`src/inc/cca_pkg.sv`:
```
// Behaviour
// RULE_01 - Each module keeps a sixteen-bit hold value split in high and low bytes.
// RULE_02 - Capture watches the module pin and accepts only enabled edges.
// RULE_03 - A valid capture copies both counter bytes into the module hold value.
// RULE_04 - Rising bit captures rising edges, falling bit falling, both capture either edge.
// RULE_05 - After a capture, interrupt when event flag and module interrupt enable are set.
// RULE_06 - Compare enable plus match bit make a sixteen-bit software timer.
// RULE_07 - Software timer match interrupts when event flag and module interrupt enable set.
// RULE_08 - Toggle, match and compare enable set: pin inverts on every match.
// RULE_09 - Modulator mode is active only with modulation and compare enable set.
// RULE_10 - Modulator output low while counter low byte below compare byte, else high.
// RULE_11 - Counter low byte wrapping to zero reloads compare low byte from high byte.
// RULE_12 - Each module duty cycle is set on its own compare byte alone.
// RULE_13 - All modules run from the one shared counter and its count source.
// RULE_14 - Source select: 00 clock/12, 01 clock/4, 10 timer 0 overflow, 11 external.
// RULE_15 - Shared counter runs only while the run bit is set.
// RULE_16 - Counter overflow sets its flag, interrupts if enabled; only software clears it.
// RULE_17 - Match or capture sets the module event flag, bits 0 to 4; software clears.
// RULE_18 - A module with all mode bits zero does nothing at all.
package cca_pkg;

  localparam int          NUM_MOD       = 5;
  // Register byte addresses
  localparam logic [4:0]  ADDR_MODE     = 5'h00;
  localparam logic [4:0]  ADDR_CTRL     = 5'h01;
  localparam logic [4:0]  ADDR_CNT_LO   = 5'h02;
  localparam logic [4:0]  ADDR_CNT_HI   = 5'h03;
  localparam logic [4:0]  ADDR_STAT     = 5'h04;
  localparam logic [4:0]  ADDR_CLR      = 5'h05;
  localparam logic [4:0]  ADDR_IEN      = 5'h06;
  localparam logic [4:0]  ADDR_MMODE    = 5'h08;
  localparam logic [4:0]  ADDR_HOLD     = 5'h10;
  // counter_mode_reg fields
  localparam int          IDLE_STOP_BIT = 7;
  localparam int          GUARD_EN_BIT  = 6;
  localparam int          SRC_HI_BIT    = 2;
  localparam int          SRC_LO_BIT    = 1;
  localparam int          OVF_IEN_BIT   = 0;
  localparam logic [7:0]  MODE_VALID    = 8'hC7;
  // counter_control_reg fields
  localparam int          OVF_FLAG_BIT  = 7;
  localparam int          RUN_BIT       = 6;
  // module_mode_reg fields
  localparam int          CMP_EN_BIT    = 6;
  localparam int          RISE_BIT      = 5;
  localparam int          FALL_BIT      = 4;
  localparam int          MATCH_BIT     = 3;
  localparam int          TOGGLE_BIT    = 2;
  localparam int          PWM_BIT       = 1;
  localparam int          MOD_IEN_BIT   = 0;
  localparam logic [7:0]  MMODE_VALID   = 8'h7F;
  // Status and enable layout: modules at 0..4, overflow above
  localparam int          STAT_OVF_BIT  = 5;
  // Reset values
  localparam logic [7:0]  MODE_RST      = 8'h00;
  localparam logic [7:0]  MMODE_RST     = 8'h00;
  localparam logic [15:0] HOLD_RST      = 16'h0000;
  localparam logic [15:0] COUNT_RST     = 16'h0000;
  localparam logic [5:0]  IEN_RST       = 6'h00;
  localparam logic        PIN_RST       = 1'b1;
  // Prescaler terminal counts
  localparam logic [3:0]  DIV12_LAST    = 4'hB;
  localparam logic [1:0]  DIV4_LAST     = 2'h3;

  typedef enum logic [1:0] {
    SRC_OSC12 = 2'b00,
    SRC_OSC4  = 2'b01,
    SRC_T0OVF = 2'b10,
    SRC_EXT   = 2'b11
  } src_t;

endpackage

```
`src/inc/cc_link_if.sv`:
```
`timescale 1ns/1ps
// Ties one capture/compare unit to the shared counter and register file
interface cc_link_if;
  logic [7:0]  mode;
  logic [15:0] count;
  logic        fresh;
  logic        pin_in;
  logic        wr_lo;
  logic        wr_hi;
  logic [7:0]  wdata;
  logic [15:0] hold;
  logic        event_p;
  logic        pin_out;
  logic        drive;
  modport ctl  (output mode, count, fresh, pin_in, wr_lo, wr_hi, wdata,
                input  hold, event_p, pin_out, drive);
  modport unit (input  mode, count, fresh, pin_in, wr_lo, wr_hi, wdata,
                output hold, event_p, pin_out, drive);
endinterface

```
`src/hdl/count_source.sv`:
```
`timescale 1ns/1ps
module count_source
  import cca_pkg::*;
(
  input  wire logic       clock_i,
  input  wire logic       rst_n_i,
  input  wire logic [1:0] sel_i,
  input  wire logic       run_i,
  input  wire logic       t0_ovf_i,
  input  wire logic       ext_i,
  output logic            tick_o
);

  typedef struct packed {
    logic [3:0] div12;
    logic [1:0] div4;
    logic       ext_prev;
    logic       tick;
  } src_state_t;

  src_state_t st_r;
  src_state_t st_nxt;
  logic       hit;

  // Prescalers run free so a source switch needs no restart
  always_comb begin
    st_nxt          = st_r;
    st_nxt.div12    = (st_r.div12 == DIV12_LAST) ? 4'h0 : st_r.div12 + 4'h1;
    st_nxt.div4     = st_r.div4 + 2'h1;
    st_nxt.ext_prev = ext_i;
    unique case (src_t'(sel_i))
      SRC_OSC12: hit = (st_r.div12 == DIV12_LAST);   // RULE_14
      SRC_OSC4:  hit = (st_r.div4 == DIV4_LAST);     // RULE_14
      SRC_T0OVF: hit = t0_ovf_i;                     // RULE_14
      SRC_EXT:   hit = st_r.ext_prev & ~ext_i;       // RULE_14
    endcase
    st_nxt.tick     = hit & run_i;                   // RULE_15
  end

  always_ff @(posedge clock_i) begin
    if (!rst_n_i) begin
      st_r <= '0;
    end else begin
      st_r <= st_nxt;
    end
  end

  assign tick_o = st_r.tick;

endmodule

```
`src/hdl/capture_compare_unit.sv`:
```
`timescale 1ns/1ps
module capture_compare_unit
  import cca_pkg::*;
(
  input  wire logic clock_i,
  input  wire logic rst_n_i,
  cc_link_if.unit   lnk
);

  typedef struct packed {
    logic [15:0] hold;
    logic        pin_prev;
    logic        pin_out;
    logic        drive;
    logic        event_p;
  } unit_state_t;

  unit_state_t st_r;
  unit_state_t st_nxt;
  logic        rise;
  logic        fall;
  logic        cap_hit;
  logic        match;
  logic        pwm_on;
  logic        wrap;
  logic [7:0]  duty;

  // Capture, compare and modulator share one hold value
  always_comb begin
    st_nxt          = st_r;
    st_nxt.event_p  = 1'b0;
    st_nxt.pin_prev = lnk.pin_in;
    rise    = lnk.pin_in & ~st_r.pin_prev;                          // RULE_02
    fall    = ~lnk.pin_in & st_r.pin_prev;                          // RULE_02
    cap_hit = (rise & lnk.mode[RISE_BIT]) | (fall & lnk.mode[FALL_BIT]); // RULE_04
    match   = lnk.mode[CMP_EN_BIT] & lnk.fresh & (lnk.count == st_r.hold); // RULE_06
    pwm_on  = lnk.mode[PWM_BIT] & lnk.mode[CMP_EN_BIT];             // RULE_09
    wrap    = lnk.fresh & (lnk.count[7:0] == 8'h00);
    if (lnk.wr_lo) begin
      st_nxt.hold[7:0] = lnk.wdata;                                 // RULE_01 RULE_12
    end
    if (lnk.wr_hi) begin
      st_nxt.hold[15:8] = lnk.wdata;                                // RULE_01 RULE_12
    end
    // A capture beats a same-cycle software write
    if (cap_hit) begin
      st_nxt.hold    = lnk.count;                                   // RULE_03
      st_nxt.event_p = 1'b1;                                        // RULE_05 RULE_17
    end
    if (match && lnk.mode[MATCH_BIT] && !pwm_on) begin
      st_nxt.event_p = 1'b1;                                        // RULE_07 RULE_17
      if (lnk.mode[TOGGLE_BIT]) begin
        st_nxt.pin_out = ~st_r.pin_out;                             // RULE_08
      end
    end
    // Reload on wrap so a duty change lands on a period edge
    duty = wrap ? st_nxt.hold[15:8] : st_nxt.hold[7:0];
    if (pwm_on) begin
      if (wrap) begin
        st_nxt.hold[7:0] = st_nxt.hold[15:8];                       // RULE_11
      end
      st_nxt.pin_out = (lnk.count[7:0] >= duty);                    // RULE_10 RULE_13
    end
    st_nxt.drive = pwm_on |
                   (lnk.mode[TOGGLE_BIT] & lnk.mode[MATCH_BIT] & lnk.mode[CMP_EN_BIT]); // RULE_18
  end

  always_ff @(posedge clock_i) begin
    if (!rst_n_i) begin
      st_r <= '{hold: HOLD_RST, pin_prev: PIN_RST, pin_out: PIN_RST, drive: 1'b0, event_p: 1'b0};
    end else begin
      st_r <= st_nxt;
    end
  end

  assign lnk.hold    = st_r.hold;
  assign lnk.event_p = st_r.event_p;
  assign lnk.pin_out = st_r.pin_out;
  assign lnk.drive   = st_r.drive;

endmodule

```
`src/hdl/counter_array_modules.sv`:
```
// The placing of the registers and the address-and-strobe port were chosen for this implementation.
`timescale 1ns/1ps
module counter_array_modules
  import cca_pkg::*;
(
  input  wire logic               clock_i,
  input  wire logic               rst_n_i,
  input  wire logic [4:0]         addr_i,
  input  wire logic [7:0]         wr_data_i,
  input  wire logic               wr_i,
  input  wire logic               rd_i,
  output logic      [7:0]         rd_data_o,
  input  wire logic               idle_i,
  input  wire logic               t0_ovf_i,
  input  wire logic               external_count_in_i,
  input  wire logic [NUM_MOD-1:0] module_io_pin_i,
  output logic      [NUM_MOD-1:0] module_io_pin_o,
  output logic      [NUM_MOD-1:0] module_io_pin_oe_n_o,
  output logic                    irq_o
);

  typedef struct packed {
    logic [7:0]                counter_mode;
    logic                      run;
    logic                      ovf_flag;
    logic [NUM_MOD-1:0]        ev_flags;
    logic [15:0]               count;
    logic                      fresh;
    logic [NUM_MOD:0]          ien;
    logic [NUM_MOD-1:0][7:0]   mmode;
    logic [7:0]                rd_data;
    logic [NUM_MOD-1:0]        pin_o;
    logic [NUM_MOD-1:0]        pin_oe_n;
    logic                      irq;
  } top_state_t;

  top_state_t               st_r;
  top_state_t               st_nxt;
  logic                     tick_w;
  logic                     run_w;
  logic [NUM_MOD-1:0]       ev_w;
  logic [NUM_MOD-1:0]       pin_w;
  logic [NUM_MOD-1:0]       drv_w;
  logic [NUM_MOD-1:0][15:0] hold_w;
  logic [NUM_MOD:0]         status_w;
  logic [NUM_MOD:0]         doc_en_w;
  logic                     wr_mode;
  logic                     wr_ctrl;
  logic                     wr_cnt_lo;
  logic                     wr_cnt_hi;
  logic                     wr_clr;
  logic                     wr_ien;

  // Register write decode
  assign wr_mode   = wr_i & (addr_i == ADDR_MODE);
  assign wr_ctrl   = wr_i & (addr_i == ADDR_CTRL);
  assign wr_cnt_lo = wr_i & (addr_i == ADDR_CNT_LO);
  assign wr_cnt_hi = wr_i & (addr_i == ADDR_CNT_HI);
  assign wr_clr    = wr_i & (addr_i == ADDR_CLR);
  assign wr_ien    = wr_i & (addr_i == ADDR_IEN);

  // Idle freezes the counter only when the idle stop bit asks for it
  assign run_w = st_r.run & ~(idle_i & st_r.counter_mode[IDLE_STOP_BIT]); // RULE_15

  count_source u_src (
    .clock_i  (clock_i),
    .rst_n_i  (rst_n_i),
    .sel_i    (st_r.counter_mode[SRC_HI_BIT:SRC_LO_BIT]),
    .run_i    (run_w),
    .t0_ovf_i (t0_ovf_i),
    .ext_i    (external_count_in_i),
    .tick_o   (tick_w)
  );

  // One unit per module, all fed the same counter value
  for (genvar g = 0; g < NUM_MOD; g++) begin : g_mod
    localparam logic [4:0] A_LO    = 5'(ADDR_HOLD + 2 * g);
    localparam logic [4:0] A_HI    = 5'(ADDR_HOLD + 2 * g + 1);

    cc_link_if lnk ();

    assign lnk.mode   = st_r.mmode[g];
    assign lnk.count  = st_r.count;                 // RULE_13
    assign lnk.fresh  = st_r.fresh;
    assign lnk.pin_in = module_io_pin_i[g];
    assign lnk.wr_lo  = wr_i & (addr_i == A_LO);    // RULE_12
    assign lnk.wr_hi  = wr_i & (addr_i == A_HI);    // RULE_12
    assign lnk.wdata  = wr_data_i;
    assign ev_w[g]    = lnk.event_p;
    assign pin_w[g]   = lnk.pin_out;
    assign drv_w[g]   = lnk.drive;
    assign hold_w[g]  = lnk.hold;

    capture_compare_unit u_unit (
      .clock_i (clock_i),
      .rst_n_i (rst_n_i),
      .lnk     (lnk)
    );

    assign doc_en_w[g] = st_r.mmode[g][MOD_IEN_BIT];
  end

  assign doc_en_w[STAT_OVF_BIT] = st_r.counter_mode[OVF_IEN_BIT];
  assign status_w               = {st_r.ovf_flag, st_r.ev_flags};

  // Register file, shared counter and flags
  always_comb begin
    st_nxt         = st_r;
    st_nxt.fresh   = tick_w;
    st_nxt.rd_data = 8'h00;

    // Configuration writes
    if (wr_mode) begin
      st_nxt.counter_mode = wr_data_i & MODE_VALID;
    end
    if (wr_ien) begin
      st_nxt.ien = wr_data_i[NUM_MOD:0];
    end
    for (int n = 0; n < NUM_MOD; n++) begin
      if (wr_i && addr_i == 5'(ADDR_MMODE + n)) begin
        st_nxt.mmode[n] = wr_data_i & MMODE_VALID;
      end
    end

    // Software may write the flags either way; clear register drops set bits
    if (wr_ctrl) begin
      st_nxt.run      = wr_data_i[RUN_BIT];                         // RULE_15
      st_nxt.ovf_flag = wr_data_i[OVF_FLAG_BIT];                    // RULE_16
      st_nxt.ev_flags = wr_data_i[NUM_MOD-1:0];                     // RULE_17
    end
    if (wr_clr) begin
      st_nxt.ovf_flag = st_r.ovf_flag & ~wr_data_i[STAT_OVF_BIT];   // RULE_16
      st_nxt.ev_flags = st_r.ev_flags & ~wr_data_i[NUM_MOD-1:0];    // RULE_17
    end

    // Counter steps on a source tick; overflow at all ones
    if (tick_w) begin
      st_nxt.count = st_r.count + 16'h0001;                         // RULE_13
      if (st_r.count == 16'hFFFF) begin
        st_nxt.ovf_flag = 1'b1;                                     // RULE_16
      end
    end
    // A byte write wins over a same-cycle count step
    if (wr_cnt_lo) begin
      st_nxt.count[7:0] = wr_data_i;
    end
    if (wr_cnt_hi) begin
      st_nxt.count[15:8] = wr_data_i;
    end

    // Hardware sets last so an event is never lost to a clear
    st_nxt.ev_flags = st_nxt.ev_flags | ev_w;                       // RULE_17

    // One-cycle read data
    if (rd_i) begin
      unique case (addr_i)
        ADDR_MODE:   st_nxt.rd_data = st_r.counter_mode;
        ADDR_CTRL:   st_nxt.rd_data = {st_r.ovf_flag, st_r.run, 1'b0, st_r.ev_flags};
        ADDR_CNT_LO: st_nxt.rd_data = st_r.count[7:0];
        ADDR_CNT_HI: st_nxt.rd_data = st_r.count[15:8];
        ADDR_STAT:   st_nxt.rd_data = {2'b00, status_w};
        ADDR_IEN:    st_nxt.rd_data = {2'b00, st_r.ien};
        default: begin
          for (int n = 0; n < NUM_MOD; n++) begin
            if (addr_i == 5'(ADDR_MMODE + n)) begin
              st_nxt.rd_data = st_r.mmode[n];
            end
            if (addr_i == 5'(ADDR_HOLD + 2 * n)) begin
              st_nxt.rd_data = hold_w[n][7:0];
            end
            if (addr_i == 5'(ADDR_HOLD + 2 * n + 1)) begin
              st_nxt.rd_data = hold_w[n][15:8];
            end
          end
        end
      endcase
    end

    // Pins: released unless a unit is in an output mode
    st_nxt.pin_o    = pin_w;
    st_nxt.pin_oe_n = ~drv_w;                                       // RULE_18

    // Flag must be set, its own enable set, and unmasked
    st_nxt.irq = |(status_w & doc_en_w & st_r.ien);                 // RULE_05 RULE_07 RULE_16
  end

  // Synchronous reset to documented idle state
  always_ff @(posedge clock_i) begin
    if (!rst_n_i) begin
      st_r              <= '0;
      st_r.counter_mode <= MODE_RST;
      st_r.count        <= COUNT_RST;
      st_r.ien          <= IEN_RST;
      st_r.mmode        <= {NUM_MOD{MMODE_RST}};
      st_r.pin_o        <= {NUM_MOD{PIN_RST}};
      st_r.pin_oe_n     <= {NUM_MOD{1'b1}};
    end else begin
      st_r <= st_nxt;
    end
  end

  // Outputs straight from the state register
  assign rd_data_o            = st_r.rd_data;
  assign module_io_pin_o      = st_r.pin_o;
  assign module_io_pin_oe_n_o = st_r.pin_oe_n;
  assign irq_o                = st_r.irq;

endmodule

```
`config.mk`:
```
export PLATFORM = sky130hd
export DESIGN_NAME = counter_array_modules
export DESIGN_NICKNAME = d
export VERILOG_FILES = /design/src/inc/cca_pkg.sv /design/src/inc/cc_link_if.sv /design/src/hdl/count_source.sv /design/src/hdl/capture_compare_unit.sv /design/src/hdl/counter_array_modules.sv
export SDC_FILE = /design/constraint.sdc
export NUM_CORES = 1
export LEC_CHECK = 0
export BUFFER_PORTS_ARGS = -buffer_cell sky130_fd_sc_hd__buf_2
export CORE_ASPECT_RATIO = 2
export CORE_MARGIN = 2
export CORE_UTILIZATION = 68
export CTS_BUF_LIST = sky130_fd_sc_hd__clkbuf_16
export DETAILED_ROUTE_END_ITERATION = 10
export GPL_ROUTABILITY_DRIVEN = 0
export PLACE_DENSITY = 0.86
export SKIP_CTS_REPAIR_TIMING = 1
export SLEW_MARGIN = 20
export SYNTH_ARGS = -nofsm -noshare
export SYNTH_HDL_FRONTEND = slang
export SYNTH_SLANG_ARGS = --single-unit
```
`constraint.sdc`:
```
create_clock -name clock_i -period 10.3 [get_ports clock_i]
set_input_delay 0.515 -clock clock_i [delete_from_list [all_inputs] [get_ports clock_i]]
set_output_delay 0.515 -clock clock_i [all_outputs]
set_load 0.01 [all_outputs]
```
# == Word-level counts from Yosys, hierarchy flattened ==
# Index checks and enable logic that the tools add are counted.
# word_totals
reg_bits,197
in_bits,25
output_inout_bits,19
wordCells,305
# classes
addsub,3
order_cmp,5
eq_ne,32
muxes,74
n_bitwise,102
n_reduce_logical,43
# ops
operator,n
8-bit two-way mux,36
16-bit two-way mux,6
16-bit == test,5
1-bit bitwise AND,67
5-bit == test (second input constant),10
8-bit one-hot mux with 6 select lines,1
8-bit greater-or-equal comparator,5
1-bit two-way mux,27
5-bit by 4-bit == test with 1-bit output (second input constant),5
2-bit nonzero test,12
1-bit inverter,19
16-bit by 1-bit adder with 16-bit output (second input constant),1
16-bit == test (second input constant),1
5-bit by 3-bit == test with 1-bit output (second input constant),3
1-bit logical AND,15
6-bit bitwise AND,2
6-bit two-way mux,2
2-bit AND reduction,6
5-bit by 2-bit == test with 1-bit output (second input constant),2
5-bit inverter,2
1-bit OR,10
8-bit zero test,1
7-bit two-way mux,1
2-bit == test (second input constant),3
other kinds (13),17

# == Depth between registers and ports, before layout ==
# depth
ltp_word,17
ltp_mapped,14

# == By module ==
# A second synthesis with hierarchy kept.
# hier_totals
hier_cells,1558
hier_area_um2,14327.5
# by_module_without_submodules
mod,n_inst,cells_per_inst,area_each_um2
capture_compare_unit,5,172,1684.1
counter_array_modules,1,667,5574.1
count_source,1,31,332.8

# == Least setup slack after synthesis ==
# Ideal clock, no wire load.
# synth_timing
path_kind,flip-flop to flip-flop
from,reg g_mod[0].lnk.count[0] (netlist name)
to,reg g_mod[3].u_unit.st_r (netlist bit g_mod[3].u_unit.lnk.pin_out)
arrival_ns,3.091
t_required_ns,10.163
setup_slack_ns,7.073
stages_incl_launch_ff,15
path_buffers,3
path_cell_list,dfxtp_1 > clkbuf_1 > inv_1 > ha_1 > nand4_1 > clkbuf_1 > buf_1 > mux2_2 > ha_1 > nand2b_1 > a21o_1 > a211oi_1 > o31ai_1 > nor3_1 > a31oi_1
# synth_between
elab_chain_cells,6
# synth_rtl
item,line,rtl
branches (longest 6 deep; another with 8-bit greater-or-equal comparator),--,
end signal: assignment,capture_compare_unit.sv:70,"st_r <= '{hold: HOLD_RST, pin_prev: PIN_RST, pin_out: PIN_RST, drive: 1'b0, event_p: 1'b0};"
end signal: assignment,capture_compare_unit.sv:72,st_r <= st_nxt;
end: declaration,capture_compare_unit.sv:18,unit_state_t st_r;
# Several ways; the timed one is not identified.
# A chain may end at the register's enable or synchronous reset.

# == Worst setup path after layout ==
# layout_timing
from,in addr_i[3]
to,reg g_mod[4].u_unit.st_r (netlist bit g_mod[4].u_unit.lnk.pin_out)
# layout_between
elab_chain_cells,7
# layout_rtl
item,line,rtl
start: declaration,counter_array_modules.sv:8,"input wire logic [4:0] addr_i,"
"5-bit == test, on equally long branches","counter_array_modules.sv:86, counter_array_modules.sv:87",
"1-bit bitwise AND, on equally long branches","counter_array_modules.sv:86, counter_array_modules.sv:87",
"8-bit two-way mux, on equally long branches","capture_compare_unit.sv:39, capture_compare_unit.sv:42",
16-bit two-way mux (*),capture_compare_unit.sv:46,if (cap_hit) begin
8-bit two-way mux (*),capture_compare_unit.sv:57,duty = wrap ? st_nxt.hold[15:8] : st_nxt.hold[7:0];
8-bit greater-or-equal comparator (*),capture_compare_unit.sv:62,st_nxt.pin_out = (lnk.count[7:0] >= duty);
1-bit two-way mux (*),capture_compare_unit.sv:58,if (pwm_on) begin
end signal: assignment,capture_compare_unit.sv:70,
end signal: assignment,capture_compare_unit.sv:72,
end: declaration,capture_compare_unit.sv:18,
# Every way passes the cells marked *; elsewhere a longest branch is shown, timed or not.

==> metrics.sh <==
STATUS='complete, no violations'
CTS-HTREE-LEVELS=4
DETAILED_PLACE.AREA_UM2=13000
SHARE_OF_FINAL_LAYOUT_STANDARD_CELLS_STRONGER_THAN_DRIVE_STRENGTH_1_PCT=8.33
GR-USAGE-ALL-LAYERS_PCT=44.9
SYNTH_ENABLE_FLOP_CELLS=0
WL_PER_CELL_UM=24.3
GRT_MAX_DEGREE=86
CRITICAL_PATH_CELL_COUNT=11
SYNTH_CELLS=1650
CORE-AREA_UM2=18700
SYNTHDISTINCTLIBCELLS=65
PERIOD_SHARE_PCT=38.3
FINAL.HOLD.WORST_SLACK_NS=0.271
CLOCK_SINK_COUNT=197
WORST_R2R_STARTPOINT='g_mod[0].lnk.count[0]$_SDFFE_PN0P_'
CRIT_CHAIN='buf_2 > nor2b_1 > nand4_2 > mux2i_1 > o21ai_0 > mux2i_1 > ha_1 > a21o_1 > a21o_1 > a2111oi_0 > a32oi_1'
INITIAL_ANTENNA_VIOLATION_COUNT=1
MOSTFREQUENTLAYOUTCELL='nand2_1'
FIRSTDRTPASSITERS=8
VDD_DROP_MAX_uV=113
FINAL-SETUP-VIOL-COUNT=0
SLEW_VIOL_FINAL=0
AVGSYNTHCELLAREA_UM2=7.83
CRIT_END='g_mod[4].u_unit.lnk.pin_out$_SDFFE_PN1P_'
SETUP_REPAIR_AFTER_GLOBAL_ROUTING_MISSED_ITS_MARGIN='no'
MAX_SLEW.WORST_PIN.SLEW_NS=1.20
GRT_PASS1_VIAS=12500
PLACED_CELLS=1821
INITIAL_CORE_UTIL_PCT=68.9
GLOBALROUTE.TOTALOVERFLOW=0
MIN-DELAY-PATH-CLASS='in2reg'
DRT_FIRST_ITER_VIOLATIONS=1902
R2R_SLACK_NS=6.37
DETAIL_ROUTE.VIAS_PER_CELL=7.11
MAX_SLEW_MARGIN_PCT=19.8
FLOORPLAN.IO_PINS=44
POWER_LEAKAGE_nW=5.30
WORSTPATHARRIVAL_NS=4.24
WORSTSETUPSTARTPOINTTYPE='primary input'
DESIGN.DIE.AREA_UM2=20200
FINAL_NET_COUNT=1654
CLK_PATH_BUF_DEPTH=2
MAX_FREQ_MHz=253
TRITONCTS='built'
LOGIC_DEPTH_OF_THE_WORST_REGISTER_TO_REGISTER_PATH=12
CAP_VIOL_MAX_COUNT=0
CRITPATHLAUNCH='addr_i[3]'
SYNTHARSTFLOPSHARE_PCT=0
FIRST_PASS_GRT_WIRE_LENGTH_UM=68400
REGAREA_UM2=3940
CRITICAL_PATH.MAX_STAGE_DELAY_NS=0.80
DR_TOTAL_VIAS=13200
END_KIND='flop'
DP_HPWL_UM=29400
CHIPHEIGHT_UM=199
LAYOUT-AREA-OVERHEAD-VS-SYNTH_PCT=5.17
FIN_TOTAL_PWR_mW=1.64
SYNTH_TOP_FLOP_CELL='dfxtp_1'
PRECTSSETUPSLACK_NS=6.10
SEQ_AREA_FRAC_SYNTH_PCT=30.5
STDCELL_COUNT=1853
DRC=0
SETUP_TOTAL_NEGATIVE_SLACK_NS=0
POWERDENSITY_nW_PER_UM2=121
POST_SYNTH_INSTANCE_AREA_UM2=12900
FINALWORSTSETUPSLACK_NS=6.35
MULTI_INPUT_COMB_AREA_UM2=8270
PORT-BUFFER-COUNT=43
CRITICAL_PATH.MAX_FANOUT=32
SYNTH.YOSYS.WARNINGS=0
TIMING.FINAL.CRIT_PERIOD_NS=3.95
PATH_BUF_INV=1
TOTAL_OF_FLIP_FLOPS_PLUS_LATCHES_AFTER_SYNTHESIS=197
WORST-ENDPOINT-REQUIRED_NS=10.59
FIN_SKEW_NS=0.00985
FILLCELLCOUNT=1453
PATH_CLK_SLEW_NS=0.07
NUMCTSBUFFERS=17
DESIGN_AREA_UM2=13600
MOSTFREQUENTLAYOUTCELLS='nand2_1, dfxtp_1, a21oi_1'
POSTLAYOUTCOREUTIL_PCT=72.5
CRITICAL_PATH.REG2REG.ENDPOINT='g_mod[0].u_unit.lnk.pin_out$_SDFFE_PN1P_'
WIRELENGTH_UM=45000
CLKLATENCYLATEPIN_NS=0.46
ROOT_BUFFER='clkbuf_16'
CELL_ROW_COUNT=71
WORST_PATH_MAX_DELAY_CELL='nor2b_1'
CRITICAL-PATH-TOP-DELAY-FAMILY='compound AO/OA/AOI/OAI gates'
DETAIL-ROUTE-ANTENNA-NETS=0
REPORT.FINAL.HOLD_VIOL_COUNT=0
SYNTH_FP_NETS=1719
CRITICAL_PATH_CLASS='in2reg'
DIE_X_UM=101
## power by group
group / total [mW] / leakage [nW] / internal (mW) / switching, mW
logic: 0.150 / 3.42 / 0.0453 / 0.104
clock network: 0.709 / 0.292 / 0.403 / 0.306
registers: 0.781 / 1.59 / 0.770 / 0.0110
total: 1.64 / 5.30 / 1.22 / 0.421
## Yosys cell counts, types with 12 or more instances
cell type  instances  area share [%]
ha_1              44             4.3
nor2_1            69             2.0
buf_2             28             1.1
and3_1            19            0.92
nor3_1            12            0.46
nand2_1          274             8.0
clkbuf_1          88             2.6
o21a_1            17            0.99
dfxtp_1          197              31
nand3_1           69             2.7
o21ai_1           25            0.97
mux2i_1          132              10
nand4_1           27             1.3
o21ai_0          114             4.4
nand2b_1          23             1.1
a21oi_1          133             5.2
a21o_1            17            0.99
buf_4             23             1.3
and2_1            45             2.2
xnor2_1           65             4.4
buf_1             12            0.35
xor2_1            38             2.6
## worst min path at each step
stage	endpoint	start	slack [ns]	cells past startpoint
after CTS	g_mod[4].u_unit.st_r[3]$_SDFF_PN1_	module_io_pin_i[4]	0.26	2
after floorplan	module_io_pin_oe_n_o[0]$_SDFF_PN1_	g_mod[0].u_unit.lnk.drive$_SDFF_PN0_	0.34	1
final	g_mod[4].u_unit.st_r[3]$_SDFF_PN1_	module_io_pin_i[4]	0.27	2
after detailed placement	module_io_pin_oe_n_o[2]$_SDFF_PN1_	g_mod[2].u_unit.lnk.drive$_SDFF_PN0_	0.35	1
after global placement	module_io_pin_oe_n_o[3]$_SDFF_PN1_	g_mod[3].u_unit.lnk.drive$_SDFF_PN0_	0.34	1
after global routing	g_mod[4].u_unit.st_r[3]$_SDFF_PN1_	module_io_pin_i[4]	0.27	2
## kinds of logic after synthesis
| kind of cell | Yosys count | share of synthesized area (%) |
|---|---|---|
| flip-flops | 197 | 30.5 |
| AO/OA/AOI/OAI | 394 | 18.0 |
| AND/OR/NAND/NOR | 611 | 23.5 |
| adder cells (fa/ha/maj) | 44 | 4.26 |
| buffers and inverters | 161 | 5.68 |
| multiplexers | 140 | 11.1 |
| XOR/XNOR | 103 | 6.98 |
## flip-flops by register name, indices dropped and copies added, names as in the netlist, 7 cells and up
| register | cells |
|---|---|
| rd_data_o | 8 |
| g_mod.u_unit.lnk.hold | 80 |
| g_mod.lnk.count | 16 |
| st_r | 17 |
| u_src.st_r | 7 |
| g_mod.lnk.mode | 35 |
## layer usage
metal,global-route usage (%),wire length [um]
met1,51.2,14500
met2,67.4,19700
met3,13.4,6090
met4,37.7,4690
met5,0,0
## area by class of cell
type                    instances  share of cell area [%]
inverters                       9                   0.258
clock inverters                14                    1.38
clock buffers                  17                    3.13
repair buffers                 68                    2.97
well taps                     255                    2.35
diodes                          1                  0.0184
flip-flops and latches        197                    29.0
multi-input cells            1292                    60.9
Power figures use the tool's default switching activity.
